<file path="config.mk">
export PLATFORM = sky130hd
export DESIGN_NAME = lvdsf_framer
export DESIGN_NICKNAME = d
export VERILOG_FILES = /design/src/lvdsf_pkg.sv /design/src/lvdsf_framer.sv
export VERILOG_INCLUDE_DIRS = /design/src
export SDC_FILE = /design/constraint.sdc
export NUM_CORES = 1
export LEC_CHECK = 0
export BUFFER_PORTS_ARGS = -buffer_cell sky130_fd_sc_hd__buf_2
export CORE_MARGIN = 8
export CORE_UTILIZATION = 59
export CTS_BUF_LIST = sky130_fd_sc_hd__clkbuf_4
export DETAILED_ROUTE_END_ITERATION = 8
export PLACE_DENSITY = 0.88
export SYNTH_ARGS = -nofsm -noshare
export SYNTH_HDL_FRONTEND = slang
export SYNTH_SLANG_ARGS = --single-unit
</file>
<file path="constraint.sdc">
create_clock -name clk -period 3.4 [get_ports clk]
set_input_delay 0.68 -clock clk [delete_from_list [all_inputs] [get_ports clk]]
set_output_delay 0.68 -clock clk [all_outputs]
set_load 0.02 [all_outputs]
</file>
<file path="src/lvdsf_regs.svh">
`ifndef LVDSF_REGS_SVH
`define LVDSF_REGS_SVH

// Reserved words embedded in the pixel stream
`define LVDSF_WORD_FS 10'h000
`define LVDSF_WORD_LS 10'h001
`define LVDSF_WORD_LE 10'h002
`define LVDSF_WORD_FE 10'h003
// Lowest real pixel value allowed on the wire
`define LVDSF_PIX_MIN 10'h004

// Packet framing bits
`define LVDSF_START_BIT 1'b1
`define LVDSF_STOP_BIT 1'b0
`define LVDSF_PKT_W 18
`define LVDSF_MONO_LEN 12
`define LVDSF_STEREO_LEN 18
// Payload field positions inside the packet
`define LVDSF_MST_MSB 8
`define LVDSF_MST_LSB 1
`define LVDSF_SLV_MSB 16
`define LVDSF_SLV_LSB 9
`define LVDSF_W10_MSB 10
`define LVDSF_LV_BIT 9
`define LVDSF_FV_BIT 10

// Repeat counts for column binning
`define LVDSF_REP_LAST_X1 2'h0
`define LVDSF_REP_LAST_X2 2'h1
`define LVDSF_REP_LAST_X4 2'h3
`define LVDSF_REP_ZERO 2'h0
`define LVDSF_REP_ONE 2'h1

`endif

</file>
<file path="src/lvdsf_pkg.sv">
package lvdsf_pkg;
  // Column binning setting, two-bit field
  typedef enum logic [1:0] {
    LVDSF_BIN_X1 = 2'h0,
    LVDSF_BIN_X2 = 2'h1,
    LVDSF_BIN_X4 = 2'h2
  } lvdsf_bin_type;
endpackage

</file>
<file path="src/lvdsf_framer.sv">
`timescale 1ns/1ps
`include "lvdsf_regs.svh"

module lvdsf_framer
  import lvdsf_pkg::*;
(
  input wire logic clk,
  input wire logic rst_n,
  input wire logic ce,
  input wire logic master_clock_in,
  input wire logic [9:0] pixel_in,
  input wire logic [9:0] slave_pixel_in,
  input wire logic row_valid,
  input wire logic image_valid,
  input wire logic stereo_mode,
  input wire logic use_10bit,
  input wire logic [1:0] column_binning,
  input wire logic serial_power_down,
  input wire logic serial_data_power_down,
  input wire logic shift_clock_power_down,
  input wire logic stereo_error_in,
  output logic [`LVDSF_PKT_W-1:0] serial_data_pins,
  output logic serial_data_oe,
  output logic serial_shift_clock_pins,
  output logic serial_shift_clock_oe,
  output logic pixel_clock_out,
  output logic stereo_fault_out
);

  logic mc_s1_q;
  logic mc_s2_q;
  logic mc_s3_q;
  logic pix_tick;
  logic fv1_q;
  logic lv1_q;
  logic fv2_q;
  logic lv2_q;
  logic [9:0] pix1_q;
  logic [9:0] spix1_q;
  logic [1:0] rep_q;
  logic [1:0] rep_last;
  logic [9:0] word_d;
  logic [9:0] word_q;
  logic [9:0] sword_d;
  logic [`LVDSF_PKT_W-1:0] pkt_d;

  // Master clock sampled through two flops, third flop finds the edge
  always_ff @(posedge clk) begin
    if (!rst_n) begin
      mc_s1_q <= 1'b0;
      mc_s2_q <= 1'b0;
      mc_s3_q <= 1'b0;
    end else if (ce) begin
      mc_s1_q <= master_clock_in;
      mc_s2_q <= mc_s1_q;
      mc_s3_q <= mc_s2_q;
    end
  end

  assign pix_tick = mc_s2_q & ~mc_s3_q;

  // Inverted, delayed pixel clock; it falls as the new word appears
  always_ff @(posedge clk) begin
    if (!rst_n) begin
      pixel_clock_out <= 1'b1;
    end else if (ce) begin
      pixel_clock_out <= ~mc_s2_q;
    end
  end

  // Repeat count per binning setting
  always_comb begin
    unique case (column_binning)
      LVDSF_BIN_X2: rep_last = `LVDSF_REP_LAST_X2;
      LVDSF_BIN_X4: rep_last = `LVDSF_REP_LAST_X4;
      default: rep_last = `LVDSF_REP_LAST_X1;
    endcase
  end

  // Repeat counter restarts at every row
  always_ff @(posedge clk) begin
    if (!rst_n) begin
      rep_q <= `LVDSF_REP_ZERO;
    end else if (ce && pix_tick) begin
      if (!row_valid || rep_q == rep_last) begin
        rep_q <= `LVDSF_REP_ZERO;
      end else begin
        rep_q <= rep_q + `LVDSF_REP_ONE;
      end
    end
  end

  // One-slot delay so a flag can precede a rising valid
  always_ff @(posedge clk) begin
    if (!rst_n) begin
      fv1_q <= 1'b0;
      lv1_q <= 1'b0;
      fv2_q <= 1'b0;
      lv2_q <= 1'b0;
      pix1_q <= 10'h000;
      spix1_q <= 10'h000;
    end else if (ce && pix_tick) begin
      fv1_q <= image_valid;
      lv1_q <= row_valid;
      fv2_q <= fv1_q;
      lv2_q <= lv1_q;
      // Held pixel is repeated while binning
      if (rep_q == `LVDSF_REP_ZERO) begin
        pix1_q <= pixel_in;
        spix1_q <= slave_pixel_in;
      end
    end
  end

  // Flag insertion and reserved value substitution
  always_comb begin
    if (!fv1_q && image_valid) begin
      word_d = `LVDSF_WORD_FS;
    end else if (!fv1_q && fv2_q) begin
      word_d = `LVDSF_WORD_FE;
    end else if (!lv1_q && row_valid) begin
      word_d = `LVDSF_WORD_LS;
    end else if (!lv1_q && lv2_q) begin
      word_d = `LVDSF_WORD_LE;
    end else if (pix1_q < `LVDSF_PIX_MIN) begin
      word_d = `LVDSF_PIX_MIN;
    end else begin
      word_d = pix1_q;
    end
    // Slave byte carries the same flags as the master
    if (word_d < `LVDSF_PIX_MIN) begin
      sword_d = word_d;
    end else if (spix1_q < `LVDSF_PIX_MIN) begin
      sword_d = `LVDSF_PIX_MIN;
    end else begin
      sword_d = spix1_q;
    end
  end

  // Packet layout, bit 0 leaves first
  always_comb begin
    pkt_d = '0;
    pkt_d[0] = `LVDSF_START_BIT;
    if (stereo_mode) begin
      pkt_d[`LVDSF_MST_MSB:`LVDSF_MST_LSB] = word_d[9:2];
      pkt_d[`LVDSF_SLV_MSB:`LVDSF_SLV_LSB] = sword_d[9:2];
      pkt_d[`LVDSF_STEREO_LEN-1] = `LVDSF_STOP_BIT;
    end else if (use_10bit) begin
      pkt_d[`LVDSF_W10_MSB:`LVDSF_MST_LSB] = word_d;
      pkt_d[`LVDSF_MONO_LEN-1] = `LVDSF_STOP_BIT;
    end else begin
      pkt_d[`LVDSF_MST_MSB:`LVDSF_MST_LSB] = word_d[9:2];
      pkt_d[`LVDSF_LV_BIT] = lv1_q;
      pkt_d[`LVDSF_FV_BIT] = fv1_q;
      pkt_d[`LVDSF_MONO_LEN-1] = `LVDSF_STOP_BIT;
    end
  end

  // Packet register, updated once per pixel slot
  always_ff @(posedge clk) begin
    if (!rst_n) begin
      serial_data_pins <= '0;
      word_q <= 10'h000;
    end else if (ce && pix_tick) begin
      serial_data_pins <= pkt_d;
      word_q <= word_d;
    end
  end

  // Output enables and stereo fault pin
  always_ff @(posedge clk) begin
    if (!rst_n) begin
      serial_data_oe <= 1'b0;
      serial_shift_clock_oe <= 1'b0;
      serial_shift_clock_pins <= 1'b0;
      stereo_fault_out <= 1'b0;
    end else if (ce) begin
      serial_data_oe <= ~serial_power_down;
      serial_shift_clock_oe <= ~serial_power_down &
                               ~shift_clock_power_down;
      serial_shift_clock_pins <= ~mc_s2_q;
      stereo_fault_out <= stereo_mode & stereo_error_in;
    end
  end
endmodule

</file>
* Yosys cells after proc, flatten, opt, wreduce, memory -nomap -nowiden *
Cells that the tools add are included.

storage, ports and cells
  logic and storage cells = 53
  input bits = 34
  register bits after elaboration = 52

operators by class
  equality and inequality tests = 3
  bitwise logic cells = 7
  mux-type cells = 12
  magnitude comparators = 3
  reductions and logical operators = 11
  add/subtract/negate cells = 1

operators with widths
  kind                                                                           count
  10-bit two-way mux                                                             8
  10-bit by 3-bit less-than comparator with 1-bit output, second input constant  3
  11-bit two-way mux                                                             1
  1-bit logical AND                                                              5
  5-bit two-way mux                                                              1
  1-bit inverter                                                                 4
  2-bit one-hot mux with 2 select lines                                          1
  1-bit AND                                                                      3
  1-bit zero test                                                                3
  2-bit by 1-bit adder with 2-bit output, second input constant                  1
  2-bit by 1-bit equality test with 1-bit output, second input constant          1
  2-bit equality test                                                            1
  2-bit equality test, second input constant                                     1
  2-bit zero test                                                                1
  2-bit two-way mux                                                              1
  2-bit AND reduction                                                            1
  1-bit logical OR                                                               1

* Logic depth before layout (Yosys ltp) *
Gate-level depths: netlist of the first run.

  depth in word-level cells = 9
  depth in mapped cells = 7

* Worst setup path after synthesis of the first run *
No wires, ideal clock.

  kind = input to register
  start = input ce
  end = register pix1_q[3]
  path slack = 1.792 ns
  setup time = 0.116 ns
  path buffers = 3
  stages on the path = 7
  data arrival time = 1.491 ns
  cells stage by stage = and3b_1 -> buf_6 -> and2_1 -> buf_4 -> buf_6 -> nand2_1 -> a21boi_1

between the ends
  word-level cells in the longest chain between the ends = 2

RTL lines
  element                        line                 source
  start: declaration             lvdsf_framer.sv:9    input wire logic ce,
  1-bit logical AND              lvdsf_framer.sv:102  end else if (ce && pix_tick) begin
  2-bit AND reduction (no line)  n/a
  end signal: assignment         lvdsf_framer.sv:109  pix1_q <= pixel_in;
  end: declaration               lvdsf_framer.sv:38   logic [9:0] pix1_q;

Every way passes these cells.
A chain may end at the register's enable or synchronous reset.

* Worst setup path in the final report of the first run *
  start = input ce
  end = register pix1_q[0]

The elaborated chain is that of the path after synthesis.

==> summary.md, run 1 <==
| Metric | Value |
|---|---|
| Worst R2R Setup Slack | `1.63 ns` |
| Clock share of power | `between 30% and 40%` |
| Ys flop type | `dfxtp_1` |
| Placer's final routability congestion estimate | `0.783` |
| Top post-synthesis cells by area | `dfxtp_1, nand2_1, a21boi_0, a21boi_1, nand4_1` |
| Sw frac | `22.5%` |
| CP arrival | `2.23 ns` |
| Via count | `1849` |
| First-pass GRT wire length | `7860 um` |
| Nets | `between 300 and 400` |
| Worst Setup Path Type | `in2reg` |
| Sw Pwr | `226 uW` |
| Synth Cell Area | `~2200 um^2` |
| Post-synth top area cell | `dfxtp_1` |
| Largest net degree at the start of global routing | `50` |
| WL final | `4690 um` |
| Initial Util | `60.9%` |
| Type of the most critical hold path | `reg2reg` |
| WHS Path Cells | `2` |
| TritonCTS clock tree | `yes` |
| Synth warn | `0` |
| Synth Instances | `253` |
| Worst clock skew | `0.00445 ns` |
| CTS sink cnt | `49` |
| Die area | `5960 um^2` |
| CP max FO | `26` |
| I/O pin count | `57` |
| Standard-cell rows | `22` |
| Syn Nets | `289` |
| Die Y | `77.2 um` |
| Area Growth Syn to Fin | `12.3%` |
| Setup TNS | `0 ns` |
| Number of global-route vias before repair | `1758` |
| Grt ovf | `0` |
| Final setup vio count | `0` |
| H-tree depth | `2` |
| Final HPWL DP | `between 3000 and 4000 um` |
| Detailed Route Iter0 Violations | `86` |
| Final min period | `1.93 ns` |
| Synthesized flop and latch total | `49` |
| Drt pass-1 iters | `4` |
| Post-synth top area share | `between 40% and 50%` |
| Outcome | `completed` |
| Reg2Reg Launch Point | `mc_s2_q` |
| Final Hold Violating Endpoints | `0` |
| Chip width | `77.2 um` |
| Synth unique cells | `42` |
| Share of async-settable or async-resettable flops after synthesis | `0%` |
| Clk_lat worst skew | `around 0.36 ns` |
| CP Launch Type | `input port` |
| Slew Limit Headroom | `56.3%` |
| Post CTS Setup Buffer Count | `0` |
| Maximum VDD drop | `0.000216 V` |
| Final Slew Violations | `0` |
| Hold EP | `serial_data_pins[3]` |
| Worst EP required | `3.69 ns` |
| Tot GR Track Use | `15.8%` |
| P per Cell Area | `406 nW/um^2` |
| Num CTS Buffers | `5` |
| Tcrit/Tclk final | `56.9%` |
| EDFF count, synth | `0` |
| Min-delay src | `serial_data_pins[3]` |
| F_max | `0.517 GHz` |
| Hold Buf Count CTS | `0` |
| # port buffers | `52` |
| Worst Max-Slew Pin Slew | `0.655 ns` |
| Antenna violations before repair | `0` |
| Clk buf depth | `2` |
| Filler cells | `318` |
| Reg2reg end | `pix1_q[0]` |
| Sequential share of power | `58.4%` |
| DRC | `0` |
| Vias per inst | `about 5.4` |
| Hold slack | `0.458 ns` |
| Clock-pin slew of the registers on the worst-case setup and hold paths | `0.12 ns` |
| Pleak | `just under 1 nW` |
| Worst Reg2Reg Path Length in Cells | `5` |
| Logic gate share of total power | `8.5%` |
| Antenna cells | `0` |
| Total power | `1.01 mW` |
| Post-cts resize count | `0` |
| Sequential share of the synthesized area | `between 40 and 50%` |
| Clk root buf | `clkbuf_4` |
| Syn_area_per_cell | `8.74 um^2` |
| Max cap viols | `0` |
| Unrepaired setup endpoints after global routing | `no` |
| Internal Power | `782 uW` |
| Core area | `roughly 3600 um^2` |
| Crit path capture type | `flop` |
| DRT antenna net count | `0` |
| WL/cell | `approximately 14 um` |
| Share of cells above drive strength 1 | `23.1%` |
## flip-flops by register name, summed over array words and instances (netlist names), 2 cells and up
name / cells
rep_q: 2
spix1_q: 8
pix1_q: 10
serial_data_pins: 17
## metrics by stage
stage	utilization [%]	instances	area, um^2	worst slack, ns
2_1_floorplan	-	253	2210	1.79
3_3_place_gp	66.2	335	2410	1.11
3_5_place_dp	66.2	335	2410	1.06
4_1_cts	68.4	343	2480	1.44
5_1_grt	68.4	343	2480	1.20
6_report	68.4	343	2480	1.47
## power by group through the flow
stage                     Clock (mW)  Sequential [mW]  Combinational (mW)
after CTS                      0.342            0.589              0.0854
after floorplan                    0            0.606              0.0556
after global routing           0.363            0.590              0.0940
final                          0.334            0.589              0.0854
after global placement             0            0.601              0.0831
after detailed placement           0            0.602              0.0849
## Yosys cell counts, types with 3 or more instances
cell type / n
buf_2: 3
mux2i_1: 3
nand3_1: 6
a31oi_1: 4
a21oi_1: 5
a21boi_0: 28
dfxtp_1: 49
clkbuf_1: 8
o21ai_0: 6
buf_6: 4
a21boi_1: 11
a21o_1: 3
nand4_1: 10
nand2_1: 62
inv_1: 5
nand2b_1: 6
nor2b_1: 6
mux2_2: 5
## placed cells by master, fill, tap and decap left out, drive strengths merged, types with 6 or more instances in the layout
| cell type | synthesis | routed |
|---|---|---|
| a21boi | 39 | 39 |
| nor2b | 6 | 6 |
| nand4 | 10 | 10 |
| nand2 | 63 | 63 |
| nand3 | 6 | 6 |
| dfxtp | 49 | 49 |
| nand2b | 6 | 6 |
| o21ai | 6 | 6 |
| clkbuf | 9 | 6 |
| buf | 10 | 53 |
## logic make-up after synthesis
group,synth area share [%]
mux,3.90
fa+ha+maj,1.13
flops,44.3
compound gates,21.2
xor+xnor,0.792
other cells,0.170
buf+inv,6.90
simple gates,21.6
## metal layers
layer  track usage [%]  share of wire (%)  wire (um)
met5                 0                  0          0
met4              6.79                1.8         83
met3              4.90                5.4        254
met2              26.7                 46       2170
met1              17.9                 46       2180
## final cells by class
| cell class | count | area [um^2] | share of cell area, % |
|---|---|---|---|
| Multi-Input combinational cell | 180 | 1080 | 43.4 |
| Inverter | 5 | 18.8 | 0.755 |
| Sequential cell | 49 | 981 | 39.5 |
| Timing Repair Buffer | 53 | 268 | 10.8 |
| Clock inverter | 2 | 33.8 | 1.36 |
| Tap cell | 48 | 60.1 | 2.42 |
| Clock buffer | 6 | 45.0 | 1.81 |
## worst max-delay path, cell delays in order
cell and delay, ns:
buf_2 0.22, and3b_1 0.19, buf_4 0.27, and2_1 0.57, nand2_1 0.11, a21boi_0 0.17
## how the worst max path moves through the flow
stage,end,start,slack (ns)
after floorplan,pix1_q[3],ce,1.79
after global placement,spix1_q[3],ce,1.11
after detailed placement,spix1_q[6],ce,1.06
after CTS,pix1_q[0],ce,1.44
after global routing,spix1_q[7],ce,1.20
final,pix1_q[0],ce,1.47
No activity file was read; power rests on OpenSTA's default activity.
==> run 2: changes to the inputs <==
--- a/config.mk
+++ b/config.mk
@@ -6,12 +6,13 @@
 export SDC_FILE = /design/constraint.sdc
 export NUM_CORES = 1
 export LEC_CHECK = 0
+export ABC_AREA = 1
 export BUFFER_PORTS_ARGS = -buffer_cell sky130_fd_sc_hd__buf_2
 export CORE_MARGIN = 8
-export CORE_UTILIZATION = 59
+export CORE_UTILIZATION = 54
 export CTS_BUF_LIST = sky130_fd_sc_hd__clkbuf_4
 export DETAILED_ROUTE_END_ITERATION = 8
-export PLACE_DENSITY = 0.88
+export PLACE_DENSITY = 0.82
 export SYNTH_ARGS = -nofsm -noshare
 export SYNTH_HDL_FRONTEND = slang
 export SYNTH_SLANG_ARGS = --single-unit
==> constraint.sdc (replaced) <==
create_clock -name clk -period 1.8 [get_ports clk]
set_input_delay 0.36 -clock clk [delete_from_list [all_inputs] [get_ports clk]]
set_output_delay 0.36 -clock clk [all_outputs]
set_load 0.02 [all_outputs]
==> run 2 against run 1 <==
Net effect: global-route usage rose by 0.81 points; final cell count rose by 16%; non-clock buffer count rose by 3; core utilization fell by 5.2 points; sequential power rose by 97%; routed wire length rose by 7.7%.
==> summary.md, run 2 <==
| Metric | Value |
|---|---|
| Final core occ | `63.2%` |
| Setup TNS | `0 ns` |
| Num CTS Buffers | `5` |
| Sequential share of the synthesized area | `45.6%` |
| Share of cells above drive strength 1 | `22.5%` |
| Synth unique cells | `31` |
| Crit-path cells | `inv_1, ha_1, nand2_4, o21ai_0, a21oi_1` |
| Most frequent cells in the layout | `nand2_1, buf_2, dfxtp_1` |
| Final Slew Violations | `0` |
| Clock share of power | `25.6%` |
| Share of async-settable or async-resettable flops after synthesis | `0%` |
| H-tree depth | `2` |
| Antenna violations before repair | `0` |
| Reg2Reg Launch Point | `rep_q[0]` |
| Logic gate share of total power | `between 10% and 20%` |
| Nets | `382` |
| Max reg flops | `17` |
| Internal Power | `between 1 and 1.5 mW` |
| DRT antenna net count | `0` |
| Post-synth top area share | `45.6%` |
| Post CTS Setup Buffer Count | `0` |
| Die area | `roughly 6300 um^2` |
| Number of global-route vias before repair | `1995` |
| Synth Instances | `295` |
| Antenna cells | `0` |
| Hold Buf Count CTS | `0` |
| Largest delay contributor family on the critical path | `flip-flops` |
| Crit path capture type | `flop` |
| First-pass GRT wire length | `8490 um` |
| Final Hold Violating Endpoints | `0` |
| Min-delay src | `master_clock_in` |
| Clock-pin slew of the registers on the worst-case setup and hold paths | `0.13 ns` |
| Post-synth top area cell | `dfxtp_1` |
| Met1 Resource Use GR | `18.4%` |
| Core area | `3910 um^2` |
| Max cap viols | `0` |
| EDFF count, synth | `0` |
| Unrepaired setup endpoints after global routing | `no` |
| Reg2reg end | `spix1_q[6]` |
| Biggest registers after layout | `serial_data_pins x17, pix1_q x10, spix1_q x8` |
| Via count | `2025` |
| Synth Cell Area | `2150 um^2` |
| Initial Util | `55.0%` |
| Reg with most FFs | `serial_data_pins` |
| Register area | `981 um^2` |
| Worst Setup Path Type | `reg2reg` |
| Tcrit/Tclk final | `roughly 76%` |
| CP max FO | `32` |
| Hold EP | `mc_s1_q` |
| Detailed Route Iter0 Violations | `98` |
| WL final | `~5000 um` |
| Max stage delay cell, worst path | `dfxtp_1` |
| P per Cell Area | `785 nW/um^2` |
| Maximum VDD drop | `around 0.00059 V` |
| Grt ovf | `0` |
| Placed cells | `between 300 and 400` |
| Standard-cell rows | `23` |
| Outcome | `completed` |
| Syn_area_per_cell | `7.30 um^2` |
| F_max | `0.730 GHz` |
| # port buffers | `52` |
| Final setup vio count | `0` |
| Hold slack | `0.221 ns` |
| Worst Reg2Reg Path Length in Cells | `5` |
| Clk_lat worst skew | `roughly 0.36 ns` |
| Sequential share of power | `59.5%` |
| Placer's final routability congestion estimate | `slightly below 0.9` |
| Largest net degree at the start of global routing | `33` |
| Clk buf depth | `2` |
| WHS Path Cells | `3` |
| I/O pin count | `57` |
| Final HPWL DP | `between 3000 and 4000 um` |
| Worst R2R Setup Slack | `around 0.43 ns` |
| Drt pass-1 iters | `4` |
| Worst EP required | `2.09 ns` |
| Final instance area | `around 2500 um^2` |
| Post-cts resize count | `0` |
| Synth cell count leaders | `nand2_1, dfxtp_1, nor2_1, a21oi_1, inv_1` |
| CP Launch Type | `flop` |
| Ys flop type | `dfxtp_1` |
| Top post-synthesis cells by area | `dfxtp_1, nand2_1, a21oi_1, nor2_1, inv_1` |
| Post-Layout Cell Count | `397` |
| Synthesized flop and latch total | `49` |
| Area Growth Syn to Fin | `14.9%` |
| Met3 usage | `5.08%` |
| CP startpoint | `rep_q[0]` |
| Die Y | `79.1 um` |
| Final min period | `1.37 ns` |
| Sw Pwr | `542 uW` |
| TritonCTS clock tree | `yes` |
| WL/cell | `12.7 um` |
| CP bufs+invs | `1` |
| CTS sink cnt | `49` |
| GRT busiest layer | `met2` |
| DP Area | `between 2000 and 2500 um^2` |
| Worst clock skew | `0.0144 ns` |
| Pleak | `1.12 nW` |
| Commonest non-fill, non-tap cell in the layout | `nand2_1` |
| Type of the most critical hold path | `in2reg` |
| Chip width | `~80 um` |
| Vias per inst | `5.10` |
| Multi-input gate area | `approximately 940 um^2` |
| Syn Nets | `331` |
| Clk root buf | `clkbuf_4` |
| Count leader, synth | `nand2_1` |
| Tot GR Track Use | `16.6%` |
| DRC | `0` |
| CP arrival | `1.66 ns` |
| Synth warn | `0` |
| Filler cells | `380` |
| Sw frac | `27.9%` |
| M2 GR Usage | `28.8%` |
| Max stage delay on crit path | `0.42 ns` |
[run 2: logic make-up (layout without fill, tap and decap cells)]
logic type,Yosys count,after routing,synth area share (%)
AO/OA/AOI/OAI,70,70,17.1
XOR/XNOR,2,2,0.814
adder cells (fa/ha/maj),2,2,1.16
buffers and inverters,49,101,10.6
flip-flops,49,49,45.6
other,1,1,0.174
AND/OR/NAND/NOR,122,122,24.5
[run 2: area by class of cell]
type | instances | area share (%)
Clock inverter | 2 | 0.405
Clock buffer | 6 | 1.82
Timing Repair Buffer | 56 | 11.7
Tap cell | 50 | 2.53
Multi-Input combinational cell | 197 | 38.1
Sequential cell | 49 | 39.7
Inverter | 37 | 5.72
[run 2: how the worst max path moves through the flow]
stage          cells after the start  slack, ns          to
5_1_grt                            5       0.24  spix1_q[6]
6_report                           5       0.43  spix1_q[6]
4_1_cts                            5       0.42  spix1_q[7]
3_3_place_gp                       8       0.31  spix1_q[9]
3_5_place_dp                       8       0.31   pix1_q[8]
2_1_floorplan                      6       0.61    rep_q[0]
[run 2: metal layers]
layer / part of all wire [%] / wire [um] / up-vias
met5: 0 / 0 / -
met4: 2.4 / 119 / 0
met3: 6.5 / 327 / 13
met2: 49 / 2450 / 58
met1: 43 / 2150 / 905
li1: - / - / 1049
[run 2: through the flow]
stage | power, mW | setup WS (ns)
after floorplan | 1.38 | 0.607
after global placement | 1.46 | 0.310
after detailed placement | 1.47 | 0.308
after CTS | 1.96 | 0.420
after global routing | 2.05 | 0.238
final | 1.94 | 0.429
[run 2: power by group through the flow]
| stage | logic [mW] | registers (mW) | clock network [mW] |
|---|---|---|---|
| 3_3_place_gp | 0.284 | 1.18 | 0 |
| 6_report | 0.290 | 1.16 | 0.497 |
| 4_1_cts | 0.291 | 1.16 | 0.515 |
| 3_5_place_dp | 0.290 | 1.18 | 0 |
| 5_1_grt | 0.328 | 1.16 | 0.556 |
| 2_1_floorplan | 0.178 | 1.20 | 0 |
[run 2: tightest hold or removal path, delay by kind of cell]
kind / cells / cell delay [ns]
buffers and inverters: 1 / 0.07
and+or+nand+nor: 2 / 0.11
